===== config.mk =====
export PLATFORM = sky130hd
export DESIGN_NAME = pld_macrocell_array
export DESIGN_NICKNAME = d
export VERILOG_FILES = /design/src/logic/pld_pkg.sv /design/src/logic/macrocell_output.sv /design/src/logic/pld_macrocell_array.sv
export SDC_FILE = /design/constraint.sdc
export NUM_CORES = 1
export LEC_CHECK = 0
export ABC_AREA = 1
export BUFFER_PORTS_ARGS = -buffer_cell sky130_fd_sc_hd__buf_2
export CAP_MARGIN = 0
export CORE_ASPECT_RATIO = 1.4
export CORE_MARGIN = 3
export CORE_UTILIZATION = 51
export DETAILED_ROUTE_END_ITERATION = 7
export GPL_TIMING_DRIVEN = 1
export PLACE_DENSITY = 0.84
export SLEW_MARGIN = 20
export SYNTH_ARGS = -nofsm -noshare
export SYNTH_HDL_FRONTEND = slang
export SYNTH_SLANG_ARGS = --single-unit

===== constraint.sdc =====
create_clock -name clk -period 1.7 [get_ports clk]
set_input_delay 0.255 -clock clk [delete_from_list [all_inputs] [get_ports clk]]
set_output_delay 0.255 -clock clk [all_outputs]
set_load 0.01 [all_outputs]

===== src/logic/pld_pkg.sv =====
// Shared constants and types for the output macrocell array
package pld_pkg;

    localparam int NUM_MC = 8;
    localparam int NUM_PT = 8;

    // Register byte offsets on the AXI4-Lite bus
    localparam logic [3:0] CFG_OFFSET     = 4'h0;
    localparam logic [3:0] PRELOAD_OFFSET = 4'h4;
    localparam logic [3:0] STATUS_OFFSET  = 4'h8;

    // Field positions in the configuration word
    localparam int SYNC_BIT  = 0;
    localparam int ARCH_BIT  = 1;
    localparam int POL_LSB   = 8;
    localparam int IOSEL_LSB = 16;

    // Field positions in the status word
    localparam int ST_MODE_LSB = 0;
    localparam int ST_Q_LSB    = 8;
    localparam int ST_PIN_LSB  = 16;

    // Reset values: simple mode, no inversion, every macrocell an output
    localparam logic       SYNC_RESET  = 1'b1;
    localparam logic       ARCH_RESET  = 1'b0;
    localparam logic [7:0] POL_RESET   = 8'h00;
    localparam logic [7:0] IOSEL_RESET = 8'h00;
    localparam logic [7:0] Q_RESET     = 8'h00;

    // Macrocell indices: 0 is pin 15, 7 is pin 22
    localparam int MC_PIN15 = 0;
    localparam int MC_PIN18 = 3;
    localparam int MC_PIN19 = 4;
    localparam int MC_PIN22 = 7;

    // Product term used for output enable, reserved in registered I/O
    localparam int PT_OE = 0;

    localparam logic [1:0] RESP_OKAY   = 2'h0;
    localparam logic [1:0] RESP_DECERR = 2'h3;

    typedef enum logic [1:0]
    {
        MODE_SIMPLE     = 2'b00,
        MODE_COMPLEX    = 2'b01,
        MODE_REGISTERED = 2'b10
    } mode_e;

endpackage


===== src/logic/macrocell_output.sv =====
// One output macrocell: term budget, polarity and enable selection
`timescale 1ns/1ps
`default_nettype none

module macrocell_output
    import pld_pkg::*;
(
    input  wire logic [1:0]        mode,
    input  wire logic              invert,
    input  wire logic              io_sel,
    input  wire logic              inner,
    input  wire logic [NUM_PT-1:0] pterm,
    input  wire logic              reg_q,
    input  wire logic              oe_pin_n,
    output logic                   reg_d,
    output logic                   out_data,
    output logic                   out_en
);

    logic sum_all;
    logic sum_seven;

    always_comb
    begin
        sum_all   = |pterm;
        sum_seven = |pterm[NUM_PT-1:1];
        reg_d     = sum_all;
        out_data  = 1'b0;
        out_en    = 1'b0;
        case (mode)
            MODE_SIMPLE:
            begin
                // No enable term at all: an output is simply always on
                out_data = sum_all ^ invert;
                out_en   = inner | ~io_sel;
            end
            MODE_COMPLEX:
            begin
                out_data = sum_seven ^ invert;
                out_en   = pterm[PT_OE];
            end
            MODE_REGISTERED:
            begin
                if (!io_sel)
                begin
                    out_data = reg_q ^ invert;
                    out_en   = ~oe_pin_n;
                end
                else
                begin
                    out_data = sum_seven ^ invert;
                    out_en   = pterm[PT_OE];
                end
            end
            default:
            begin
                out_data = 1'b0;
                out_en   = 1'b0;
            end
        endcase
    end

endmodule // macrocell_output

`default_nettype wire


===== src/logic/pld_macrocell_array.sv =====
// Output macrocell array with AXI4-Lite configuration and preload
//
// Notes on behaviour
// - two global bits pick one array mode
// - per-cell invert bit, same in every mode
// - per-cell io select bit picks cell use
// - configuration is two global plus sixteen bits
// - registered mode: pin1 clock, pin13 enable only
// - complex: pins 1,13 feed via 22,15
// - simple: neighbour feedback; pins 18,19 output only
// - registers share one clock and enable
// - each cell registered or I/O independently
// - registered eight terms, I/O seven terms
// - dedicated in/out are subsets of I/O
// - simple mode has no enable control
// - preload forces state; reset clears registers
// - complex: one term drives own enable
// - simple: input or always-on output, eight terms
`timescale 1ns/1ps
`default_nettype none

module pld_macrocell_array
    import pld_pkg::*;
(
    input  wire logic                     clk,
    input  wire logic                     resetn,
    input  wire logic [3:0]               s_axi_awaddr,
    input  wire logic                     s_axi_awvalid,
    output logic                          s_axi_awready,
    input  wire logic [31:0]              s_axi_wdata,
    input  wire logic [3:0]               s_axi_wstrb,
    input  wire logic                     s_axi_wvalid,
    output logic                          s_axi_wready,
    output logic [1:0]                    s_axi_bresp,
    output logic                          s_axi_bvalid,
    input  wire logic                     s_axi_bready,
    input  wire logic [3:0]               s_axi_araddr,
    input  wire logic                     s_axi_arvalid,
    output logic                          s_axi_arready,
    output logic [31:0]                   s_axi_rdata,
    output logic [1:0]                    s_axi_rresp,
    output logic                          s_axi_rvalid,
    input  wire logic                     s_axi_rready,
    input  wire logic                     pin1_in,
    input  wire logic                     pin13_in,
    input  wire logic [NUM_MC-1:0]        io_pin_in,
    output logic      [NUM_MC-1:0]        io_pin_out,
    output logic      [NUM_MC-1:0]        io_pin_oe,
    input  wire logic [NUM_MC*NUM_PT-1:0] pterm_in,
    output logic      [NUM_MC-1:0]        array_fb,
    output logic                          array_pin1,
    output logic                          array_pin13
);

    function automatic logic [1:0] decode_mode(input logic sync_b,
                                               input logic arch_b);
        if (!sync_b)
            decode_mode = MODE_REGISTERED;
        else if (arch_b)
            decode_mode = MODE_COMPLEX;
        else
            decode_mode = MODE_SIMPLE;
    endfunction

    // Bus slave state
    logic              aw_got_reg, aw_got_next;
    logic [3:0]        aw_addr_reg, aw_addr_next;
    logic              w_got_reg, w_got_next;
    logic [31:0]       w_data_reg, w_data_next;
    logic [3:0]        w_strb_reg, w_strb_next;
    logic              bvalid_reg, bvalid_next;
    logic [1:0]        bresp_reg, bresp_next;
    logic              rvalid_reg, rvalid_next;
    logic [1:0]        rresp_reg, rresp_next;
    logic [31:0]       rdata_reg, rdata_next;

    // Architecture bits
    logic              sync_mode_reg, sync_mode_next;
    logic              global_arch_reg, global_arch_next;
    logic [NUM_MC-1:0] polarity_reg, polarity_next;
    logic [NUM_MC-1:0] io_select_reg, io_select_next;

    // Pin synchronisers and macrocell registers
    logic              pin1_meta_reg, pin1_sync_reg, pin1_prev_reg;
    logic              pin13_meta_reg, pin13_sync_reg;
    logic [NUM_MC-1:0] io_meta_reg, io_sync_reg;
    logic [NUM_MC-1:0] q_reg, q_next;

    // Registered outputs toward pins and array
    logic [NUM_MC-1:0] pin_out_reg, pin_out_next;
    logic [NUM_MC-1:0] pin_oe_reg, pin_oe_next;
    logic [NUM_MC-1:0] fb_reg, fb_next;
    logic              ded1_reg, ded1_next;
    logic              ded13_reg, ded13_next;

    logic [1:0]        mode;
    logic              write_fire;
    logic              preload_fire;
    logic              clk_rise;
    logic [NUM_MC-1:0] cell_d, cell_data, cell_en;

    assign mode         = decode_mode(sync_mode_reg, global_arch_reg);
    assign write_fire   = aw_got_reg && w_got_reg && !bvalid_reg;
    assign preload_fire = write_fire && (aw_addr_reg == PRELOAD_OFFSET)
                          && w_strb_reg[0];
    // Edge seen only after two sync stages; adds latency, avoids metastability
    assign clk_rise     = pin1_sync_reg && !pin1_prev_reg;

    assign s_axi_awready = !aw_got_reg && !bvalid_reg;
    assign s_axi_wready  = !w_got_reg && !bvalid_reg;
    assign s_axi_bvalid  = bvalid_reg;
    assign s_axi_bresp   = bresp_reg;
    assign s_axi_arready = !rvalid_reg;
    assign s_axi_rvalid  = rvalid_reg;
    assign s_axi_rresp   = rresp_reg;
    assign s_axi_rdata   = rdata_reg;
    assign io_pin_out    = pin_out_reg;
    assign io_pin_oe     = pin_oe_reg;
    assign array_fb      = fb_reg;
    assign array_pin1    = ded1_reg;
    assign array_pin13   = ded13_reg;

    genvar g;
    generate
        for (g = 0; g < NUM_MC; g++)
        begin : g_cell
            macrocell_output u_cell
            (
                .mode     (mode),
                .invert   (polarity_reg[g]),
                .io_sel   (io_select_reg[g]),
                .inner    (g == MC_PIN18 || g == MC_PIN19),
                .pterm    (pterm_in[g*NUM_PT +: NUM_PT]),
                .reg_q    (q_reg[g]),
                .oe_pin_n (pin13_sync_reg),
                .reg_d    (cell_d[g]),
                .out_data (cell_data[g]),
                .out_en   (cell_en[g])
            );
        end
    endgenerate

    // Write channel and configuration
    always_comb
    begin
        aw_got_next      = aw_got_reg;
        aw_addr_next     = aw_addr_reg;
        w_got_next       = w_got_reg;
        w_data_next      = w_data_reg;
        w_strb_next      = w_strb_reg;
        bvalid_next      = bvalid_reg;
        bresp_next       = bresp_reg;
        sync_mode_next   = sync_mode_reg;
        global_arch_next = global_arch_reg;
        polarity_next    = polarity_reg;
        io_select_next   = io_select_reg;
        if (s_axi_awvalid && s_axi_awready)
        begin
            aw_got_next  = 1'b1;
            aw_addr_next = s_axi_awaddr;
        end
        if (s_axi_wvalid && s_axi_wready)
        begin
            w_got_next  = 1'b1;
            w_data_next = s_axi_wdata;
            w_strb_next = s_axi_wstrb;
        end
        if (write_fire)
        begin
            aw_got_next = 1'b0;
            w_got_next  = 1'b0;
            bvalid_next = 1'b1;
            bresp_next  = RESP_OKAY;
            if (aw_addr_reg == CFG_OFFSET)
            begin
                // Only these eighteen bits exist; the rest read zero
                if (w_strb_reg[0])
                begin
                    sync_mode_next   = w_data_reg[SYNC_BIT];
                    global_arch_next = w_data_reg[ARCH_BIT];
                end
                if (w_strb_reg[1])
                    polarity_next = w_data_reg[POL_LSB +: NUM_MC];
                if (w_strb_reg[2])
                    io_select_next = w_data_reg[IOSEL_LSB +: NUM_MC];
            end
            else if (aw_addr_reg == PRELOAD_OFFSET)
                bresp_next = RESP_OKAY;
            else if (aw_addr_reg == STATUS_OFFSET)
                bresp_next = RESP_OKAY;
            else
                bresp_next = RESP_DECERR;
        end
        else if (bvalid_reg && s_axi_bready)
            bvalid_next = 1'b0;
    end

    always_ff @(posedge clk)
    begin
        if (!resetn)
        begin
            aw_got_reg      <= 1'b0;
            aw_addr_reg     <= 4'h0;
            w_got_reg       <= 1'b0;
            w_data_reg      <= 32'h0000_0000;
            w_strb_reg      <= 4'h0;
            bvalid_reg      <= 1'b0;
            bresp_reg       <= RESP_OKAY;
            sync_mode_reg   <= SYNC_RESET;
            global_arch_reg <= ARCH_RESET;
            polarity_reg    <= POL_RESET;
            io_select_reg   <= IOSEL_RESET;
        end
        else
        begin
            aw_got_reg      <= aw_got_next;
            aw_addr_reg     <= aw_addr_next;
            w_got_reg       <= w_got_next;
            w_data_reg      <= w_data_next;
            w_strb_reg      <= w_strb_next;
            bvalid_reg      <= bvalid_next;
            bresp_reg       <= bresp_next;
            sync_mode_reg   <= sync_mode_next;
            global_arch_reg <= global_arch_next;
            polarity_reg    <= polarity_next;
            io_select_reg   <= io_select_next;
        end
    end

    // Read channel
    always_comb
    begin
        rvalid_next = rvalid_reg;
        rresp_next  = rresp_reg;
        rdata_next  = rdata_reg;
        if (s_axi_arvalid && s_axi_arready)
        begin
            rvalid_next = 1'b1;
            rresp_next  = RESP_OKAY;
            rdata_next  = 32'h0000_0000;
            if (s_axi_araddr == CFG_OFFSET)
            begin
                rdata_next[SYNC_BIT]              = sync_mode_reg;
                rdata_next[ARCH_BIT]              = global_arch_reg;
                rdata_next[POL_LSB +: NUM_MC]     = polarity_reg;
                rdata_next[IOSEL_LSB +: NUM_MC]   = io_select_reg;
            end
            else if (s_axi_araddr == PRELOAD_OFFSET)
                rdata_next[NUM_MC-1:0] = q_reg;
            else if (s_axi_araddr == STATUS_OFFSET)
            begin
                rdata_next[ST_MODE_LSB +: 2]      = mode;
                rdata_next[ST_Q_LSB +: NUM_MC]    = q_reg;
                rdata_next[ST_PIN_LSB +: NUM_MC]  = io_sync_reg;
            end
            else
                rresp_next = RESP_DECERR;
        end
        else if (rvalid_reg && s_axi_rready)
            rvalid_next = 1'b0;
    end

    always_ff @(posedge clk)
    begin
        if (!resetn)
        begin
            rvalid_reg <= 1'b0;
            rresp_reg  <= RESP_OKAY;
            rdata_reg  <= 32'h0000_0000;
        end
        else
        begin
            rvalid_reg <= rvalid_next;
            rresp_reg  <= rresp_next;
            rdata_reg  <= rdata_next;
        end
    end

    // Macrocell registers, pins and feedback
    always_comb
    begin
        q_next = q_reg;
        if (preload_fire)
            q_next = w_data_reg[NUM_MC-1:0];
        else if (clk_rise && mode == MODE_REGISTERED)
        begin
            for (int i = 0; i < NUM_MC; i++)
                if (!io_select_reg[i])
                    q_next[i] = cell_d[i];
        end
        pin_out_next = cell_data;
        pin_oe_next  = cell_en;
        fb_next      = io_sync_reg;
        ded1_next    = 1'b0;
        ded13_next   = 1'b0;
        case (mode)
            MODE_REGISTERED:
            begin
                for (int i = 0; i < NUM_MC; i++)
                    if (!io_select_reg[i])
                        fb_next[i] = q_reg[i];
            end
            MODE_COMPLEX:
            begin
                ded1_next         = pin1_sync_reg;
                ded13_next        = pin13_sync_reg;
                fb_next[MC_PIN22] = pin1_sync_reg;
                fb_next[MC_PIN15] = pin13_sync_reg;
            end
            default:
            begin
                ded1_next  = pin1_sync_reg;
                ded13_next = pin13_sync_reg;
                // Each feedback line except pins 18 and 19 (tied low) carries the pin one step further out
                fb_next[MC_PIN15]   = pin13_sync_reg;
                fb_next[MC_PIN15+1] = io_sync_reg[MC_PIN15];
                fb_next[MC_PIN18-1] = io_sync_reg[MC_PIN15+1];
                fb_next[MC_PIN18]   = 1'b0;
                fb_next[MC_PIN19]   = 1'b0;
                fb_next[MC_PIN19+1] = io_sync_reg[MC_PIN22-1];
                fb_next[MC_PIN22-1] = io_sync_reg[MC_PIN22];
                fb_next[MC_PIN22]   = pin1_sync_reg;
            end
        endcase
    end

    always_ff @(posedge clk)
    begin
        if (!resetn)
        begin
            pin1_meta_reg  <= 1'b0;
            pin1_sync_reg  <= 1'b0;
            pin1_prev_reg  <= 1'b0;
            pin13_meta_reg <= 1'b1;
            pin13_sync_reg <= 1'b1;
            io_meta_reg    <= 8'h00;
            io_sync_reg    <= 8'h00;
            q_reg          <= Q_RESET;
            pin_out_reg    <= 8'h00;
            pin_oe_reg     <= 8'h00;
            fb_reg         <= 8'h00;
            ded1_reg       <= 1'b0;
            ded13_reg      <= 1'b0;
        end
        else
        begin
            pin1_meta_reg  <= pin1_in;
            pin1_sync_reg  <= pin1_meta_reg;
            pin1_prev_reg  <= pin1_sync_reg;
            pin13_meta_reg <= pin13_in;
            pin13_sync_reg <= pin13_meta_reg;
            io_meta_reg    <= io_pin_in;
            io_sync_reg    <= io_meta_reg;
            q_reg          <= q_next;
            pin_out_reg    <= pin_out_next;
            pin_oe_reg     <= pin_oe_next;
            fb_reg         <= fb_next;
            ded1_reg       <= ded1_next;
            ded13_reg      <= ded13_next;
        end
    end
endmodule // pld_macrocell_array

`default_nettype wire


==> flow_summary.yaml, run 1 <==
synth:
  synth.yosys.seq_area_share: 0.4441
  ys_warn_count: 0
  synth_area_leaders: "dfxtp_1 (44%), nand2_1 (11%), nor2_1 (9.3%), o21ai_0 (8.5%), inv_1 (5.9%)"
  syn-cell-area_sq_mm: 0.006041
  synth.top_cells.by_count: "nand2_1 (169), nor2_1 (149), dfxtp_1 (134), o21ai_0 (102), inv_1 (95)"
  synth_edf_count: 0
  synthFlopType: "dfxtp_1"
  yosysTopAreaCellShare: 0.4441
  synth_most_common_cell: "nand2_1"
  syn_area_per_cell_sq_um: 6.928
  async_flop_share: 0
  synth.distinct_cells: 33
  synth-seq-cells: 134
  netlist_instances: 872
  synth_top_area_cell: "dfxtp_1"
critical_path:
  crit_chain: "nand2_2 -> inv_2 -> nand3_1 -> nand2_1 -> nand2_1 -> nand2_1"
  r2r.worst_path.cells: 6
  slowest_stage: "dfxtp_1"
  path_buf_inv: 1
  critPathMaxFanout: 10
  r2r_slack_ns: 0.14
  cp-start-kind: "register"
  worst_path_largest_cell_delay_ns: 0.60
  r2r-start: "sync_mode_reg$_SDFFE_PN1P_"
  cp_top_family: "simple AND/OR/NAND/NOR gates"
  cp.required_ns: 2.05
  crit_path_frequent_cell: "nand2_1"
  end_kind: "register"
  crit_arrival_ns: 1.91
  r2r_end: "io_pin_out[0]$_SDFF_PN0_"
  path_class: "reg -> reg"
cts:
  cts_resized: 0
  cts-root-buf: "clkbuf_16"
  max-clock-path-buffers: 2
  cts_buffers: 17
  clkSinkCount: 134
  cts_setup_buffers: 0
  path_clk_slew_ns: 0.06
  cts.htree.levels: 4
  hold_buffers: 0
  cts_tree: "yes"
  worstSkewPairLatency_ns: 0.41
layout:
  areaGrowthSynthToFinish_pct: 25.66
  fillCellCount: 1019
  diodes: 0
  fin_util: 0.6628
  drive_above_1_share: 0.2311
  nNetsFinal: 1169
placement:
  place_hpwl_microns: 13080
  gp_congestion: 0.9161
  portBuffers: 174
timing:
  fmax_mhz: 639.9
  final-max-slew-violation-count: 0
  rsz0062_at_grt: "false"
  period_minus_slack_ns: 1.563
  setup_tns_ns: 0
  setup_viol: 0
  period_share: 0.9193
  finalClockSkew_ns: 0.006911
  hold_viol: 0
detailed_routing:
  vias: 6333
  vias_per_cell: 5.278
  first_pass_iters: 6
  dr.first_iter.drc_count: 548
  drcViolationCount: 0
  wl_microns: 17600
  postRouteAntennaNets: 0
  post_drt_wl_per_cell_microns: 14.66
global_route:
  grt_max_degree: 101
  grt_pass1_wl_microns: 27330
  antenna_found_initial: 0
  grt_pass1_vias: 5797
  grt_usage: 0.2621
  grt-ovfl-total: 0
hold_path:
  min_to: "io_meta_reg[3]$_SDFF_PN0_"
  worst_hold_path_type: "in -> reg"
  min-delay-start: "io_pin_in[3]"
  hold_depth: 3
power_and_ir_drop:
  p_per_area_mw_per_mm2: 1022
  ir_worst_vdd_v: 0.0007728
  p_leak_nw: 3.725
floorplan:
  coreArea_sq_mm: 0.01145
  rows: 46
  die_width_microns: 97.98
  die_h_microns: 134.8
  num_io_pins: 192
  start_util: 0.5274
  die_area_sq_mm: 0.01320
run_status:
  status: "complete, no violations"
flow_run:
  drv_cap: 0
==> worst register-to-register path, delay by kind of cell (launching register included) <==
family / cells / cell delay [ns]
buffers and inverters: 1 / 0.27
flip-flops: 1 / 0.60
AND/OR/NAND/NOR: 5 / 0.63
==> worst max path at each step <==
stage                                           start                             to  slack (ns)  cells after the start
final                      sync_mode_reg$_SDFFE_PN1P_       io_pin_out[0]$_SDFF_PN0_        0.14                      6
after global routing      aw_addr_reg[1]$_SDFFE_PN0P_   polarity_reg[0]$_SDFFE_PN0P_        0.07                      6
after CTS                  sync_mode_reg$_SDFFE_PN1P_          q_reg[0]$_SDFFE_PN0P_        0.12                      6
after detailed placement   sync_mode_reg$_SDFFE_PN1P_          q_reg[0]$_SDFFE_PN0P_        0.19                      6
after global placement      s_axi_bvalid$_SDFFE_PN0P_  io_select_reg[2]$_SDFFE_PN0P_        0.24                      7
after floorplan             s_axi_bvalid$_SDFFE_PN0P_    w_data_reg[17]$_SDFFE_PN0P_        0.47                      5
==> metal layers <==
layer  vias to the layer above  global-route usage  part of all wire  wire, microns
met4                         0              0.1501             0.050            885
met1                      2811              0.2926              0.36           6419
met3                        65             0.05943             0.079           1394
met2                       325              0.4564              0.51           8895
li1                       3132                   -                 -              -
met5                         -                   0                 0              0
==> power breakdown <==
| part | leakage, nW | total, mW | switching, mW | internal, mW |
|---|---|---|---|---|
| Sequential | 1.10 | 3.41 | 0.101 | 3.31 |
| Combinational | 2.34 | 0.792 | 0.474 | 0.318 |
| Clock | 0.279 | 3.56 | 1.30 | 2.26 |
==> cell usage in the layout (no fill, tap or decap), types with 5 or more instances in the layout <==
master     instances
nor3_1             8
buf_4             13
buf_2            174
nor2_4             5
inv_1             95
conb_1             8
clkbuf_16         17
o22ai_1           16
nand2_1          168
dfxtp_1          134
a21oi_1           40
or2_2              5
o21ai_1           11
nand3_1           59
o21ai_0          102
nor2_1           149
a31oi_1            8
==> logic make-up after synthesis <==
family | synth area share
mux | 0.001657
simple gates | 0.2804
buf+inv | 0.1027
compound gates | 0.1647
flops | 0.4441
other cells | 0.0006208
xor+xnor | 0.005799
==> metrics by stage <==
step	setup slack (ns)	hold WS, ns	power, mW	std cells	area, sq um
after global placement	0.2438	0.3966	4.235	1169	7007
after detailed placement	0.1896	0.3978	4.257	1169	7007
final	0.1372	0.02213	7.758	1200	7591
after floorplan	0.4721	0.3526	3.925	879	6067
after CTS	0.1225	0.01171	7.781	1200	7584
after global routing	0.07259	0.02307	8.055	1200	7591
==> final cells by class <==
class	count	area, sq um	area share
Tap cell	144	180.2	0.02373
Inverter	99	371.6	0.04895
Clock inverter	8	98.84	0.01302
Sequential cell	134	2683	0.3534
Multi-Input combinational cell	603	2771	0.3651
Clock buffer	23	478.0	0.06296
Timing Repair Buffer	189	1008	0.1329
No activity file was read; power rests on OpenSTA's default activity.
==> run 2, diff against run 1 <==
- CELL_PAD_IN_SITES_DETAIL_PLACEMENT: default -> 2
- CELL_PAD_IN_SITES_GLOBAL_PLACEMENT: default -> 2
- CORE_UTILIZATION: 51 -> 27
- SYNTH_HIERARCHICAL: default -> 1
- clock period: 1.7 -> 1.5 ns (I/O delays scaled with it)
==> run 2 against run 1 <==
  * The run now ends with negative setup slack left
  * Fmax fell by 1.5%
  * Clock power rose by 20%
  * Global-route usage fell by 4.0 points
  * Design area rose by 18%
  * Hold slack got worse by 0.010 ns
  * Total power rose by 19%
  * Setup slack got worse by 0.22 ns
  * Sequential power rose by 13%
  * First-iteration DRC count fell by 19%
  * Non-clock buffer count rose by 25
  * Final cell count rose by 29%
  * Largest cell class unchanged
  * Highest routed layer unchanged
==> flow_summary.yaml, run 2 <==
run_status:
  status: "complete, but fails checks"
  violations: "negative setup slack"
timing:
  finalClockSkew_ns: 0.01251
  setup_tns_ns: -0.4226
  hold_viol: 0
  fmax_mhz: 630.5
  period_minus_slack_ns: 1.586
  period_share: 1.057
  hold_slack_ns: 0.01171
  setup_viol: 14
  final-max-slew-violation-count: 0
  rsz0062_at_grt: "true"
  final.setup.worst_slack_ns: -0.08600
synth:
  synth.distinct_cells: 30
  syn_area_per_cell_sq_um: 6.509
  synth.top_cells.by_count: "nor2_1 (182), nand2_1 (178), inv_1 (159), dfxtp_1 (134)"
  synth.yosys.seq_area_share: 0.4064
  async_flop_share: 0
  synth_most_common_cell: "nor2_1"
  syn-cell-area_sq_mm: 0.006600
  yosysTopAreaCellShare: 0.4064
  synthFlopType: "dfxtp_1"
  synth_area_leaders: "dfxtp_1 (41%), nor2_1 (10%), nand2_1 (10%), inv_1 (9.0%), nand3_1 (8.3%)"
  netlist_instances: 1014
  synth_top_area_cell: "dfxtp_1"
  synth_edf_count: 0
  ys_warn_count: 6
  synth-seq-cells: 134
cts:
  clkSinkCount: 134
  cts.htree.levels: 4
  cts-root-buf: "clkbuf_16"
  path_clk_slew_ns: 0.06
  worstSkewPairLatency_ns: 0.44
  cts_tree: "yes"
  cts_buffers: 17
  max-clock-path-buffers: 2
critical_path:
  crit_start: "global_arch_reg$_SDFFE_PN0P_"
  r2r-start: "global_arch_reg$_SDFFE_PN0P_"
  cp-start-kind: "register"
  path_class: "reg -> reg"
  cp.required_ns: 1.84
  r2r.worst_path.cells: 8
  end_kind: "register"
  critPathMaxFanout: 17
  r2r_slack_ns: -0.09
  crit_arrival_ns: 1.93
  r2r_end: "s_axi_rdata[0]$_SDFFE_PN0P_"
layout:
  mostFrequentLayoutCells: "buf_2 (173), nor2_1 (170), nand2_1 (169)"
  drive_above_1_share: 0.2567
  areaGrowthSynthToFinish_pct: 35.41
  fin_util: 0.3728
  final_common_cell: "buf_2"
  nNetsFinal: 1351
  fillCellCount: 2897
  final_cells: 1550
detailed_routing:
  dr.first_iter.drc_count: 444
  vias_per_cell: 4.977
  first_pass_iters: 5
  postRouteAntennaNets: 0
  wl_microns: 32570
  vias: 7715
  post_drt_wl_per_cell_microns: 21.01
  drcViolationCount: 0
floorplan:
  rows: 67
  die_width_microns: 138.1
  num_io_pins: 192
  die_h_microns: 191.0
  coreArea_sq_mm: 0.02398
  start_util: 0.2753
  die_area_sq_mm: 0.02638
hold_path:
  worst_hold_path_type: "in -> reg"
  hold_depth: 3
  min_to: "io_meta_reg[6]$_SDFF_PN0_"
  min-delay-start: "io_pin_in[6]"
power_and_ir_drop:
  p_per_area_mw_per_mm2: 1034
  p_leak_nw: 4.342
  ir_worst_vdd_v: 0.0009677
flow_run:
  drv_cap: 0
global_route:
  grt-ovfl-total: 0
  grt_pass1_vias: 8474
  grt_pass1_wl_microns: 46290
  antenna_found_initial: 1
  grt_usage: 0.2221
  grt_max_degree: 84
placement:
  dp_cells: 1500
  dp_slack_ns: -0.06767
  place_hpwl_microns: 19630
  gp_congestion: 0.8285
  portBuffers: 174
[run 2: cell types whose count changed after synthesis, sizes merged, moves of 6 or more]
cell / previous run / this run
nor3: 8 / 0
a21oi: 41 / 33
nor2: 156 / 196
o22ai: 16 / 4
nand2: 172 / 184
o211ai: 3 / 9
xor2: 0 / 8
nor2b: 0 / 7
a31oi: 8 / 2
nand4: 1 / 9
inv: 99 / 166
nand3: 62 / 110
[run 2: worst max-delay path: stages (launching register included)]
cell and delay, ns:
dfxtp_4 0.39, nand2_4 0.07, clkinvlp_4 0.12, buf_4 0.19, buf_16 0.18, nand3_1 0.12, nand3_1 0.12, nand2_1 0.09
a21oi_1 0.20
[run 2: stage by stage]
step	total power [mW]	area (sq um)
after global placement	4.883	7928
after detailed placement	4.939	7928
final	9.243	8937
after global routing	9.623	8937
after CTS	9.200	8660
after floorplan	4.460	6659
[run 2: metal layers]
layer	track usage	part of all wire	up-vias
li1	-	-	3588
met1	0.2294	0.37	3756
met2	0.4229	0.53	271
met3	0.03779	0.043	100
met4	0.1228	0.055	0
met5	0	0	-
[run 2: cell type report]
cell class | count | area [sq um] | area share
Clock inverter | 15 | 155.1 | 0.01736
Multi-Input combinational cell | 692 | 3276 | 0.3665
Inverter | 167 | 641.9 | 0.07182
Clock buffer | 17 | 425.4 | 0.04760
Tap cell | 310 | 387.9 | 0.04340
Sequential cell | 134 | 2691 | 0.3011
Antenna cell | 1 | 2.502 | 0.0002800
Timing Repair Buffer | 214 | 1358 | 0.1519
[run 2: worst max path at each step]
stage                                              to
after CTS                    io_pin_out[7]$_SDFF_PN0_
after floorplan              io_pin_out[7]$_SDFF_PN0_
final                     s_axi_rdata[0]$_SDFFE_PN0P_
after detailed placement     io_pin_out[7]$_SDFF_PN0_
after global routing         io_pin_out[4]$_SDFF_PN0_
after global placement       io_pin_out[7]$_SDFF_PN0_
[run 2: logic make-up after synthesis]
family / after synthesis / share of synthesized area
buffers and inverters: 202 / 0.1276
xor gates and xnor gates: 8 / 0.01062
AOI/OAI and AO/OA: 159 / 0.1261
other: 2 / 0.001138
and+or+nand+nor: 509 / 0.3282
DFF: 134 / 0.4064
[run 2: repair_timing]
| action | in CTS | in global routing |
|---|---|---|
| endpoints found under the hold margin | 5 | 0 |
| gates cloned | 1 | 3 |
| setup buffers | 5 | 3 |
| setup endpoints to repair | 26 | 35 |
| pin swaps | 1 | 19 |
| hold buffers | 5 | 0 |
| resized for setup | 19 | 73 |
[run 2: power by group]
part / internal [mW] / switching [mW]
clock network: 2.45 / 1.82
registers: 3.74 / 0.115
logic: 0.399 / 0.713
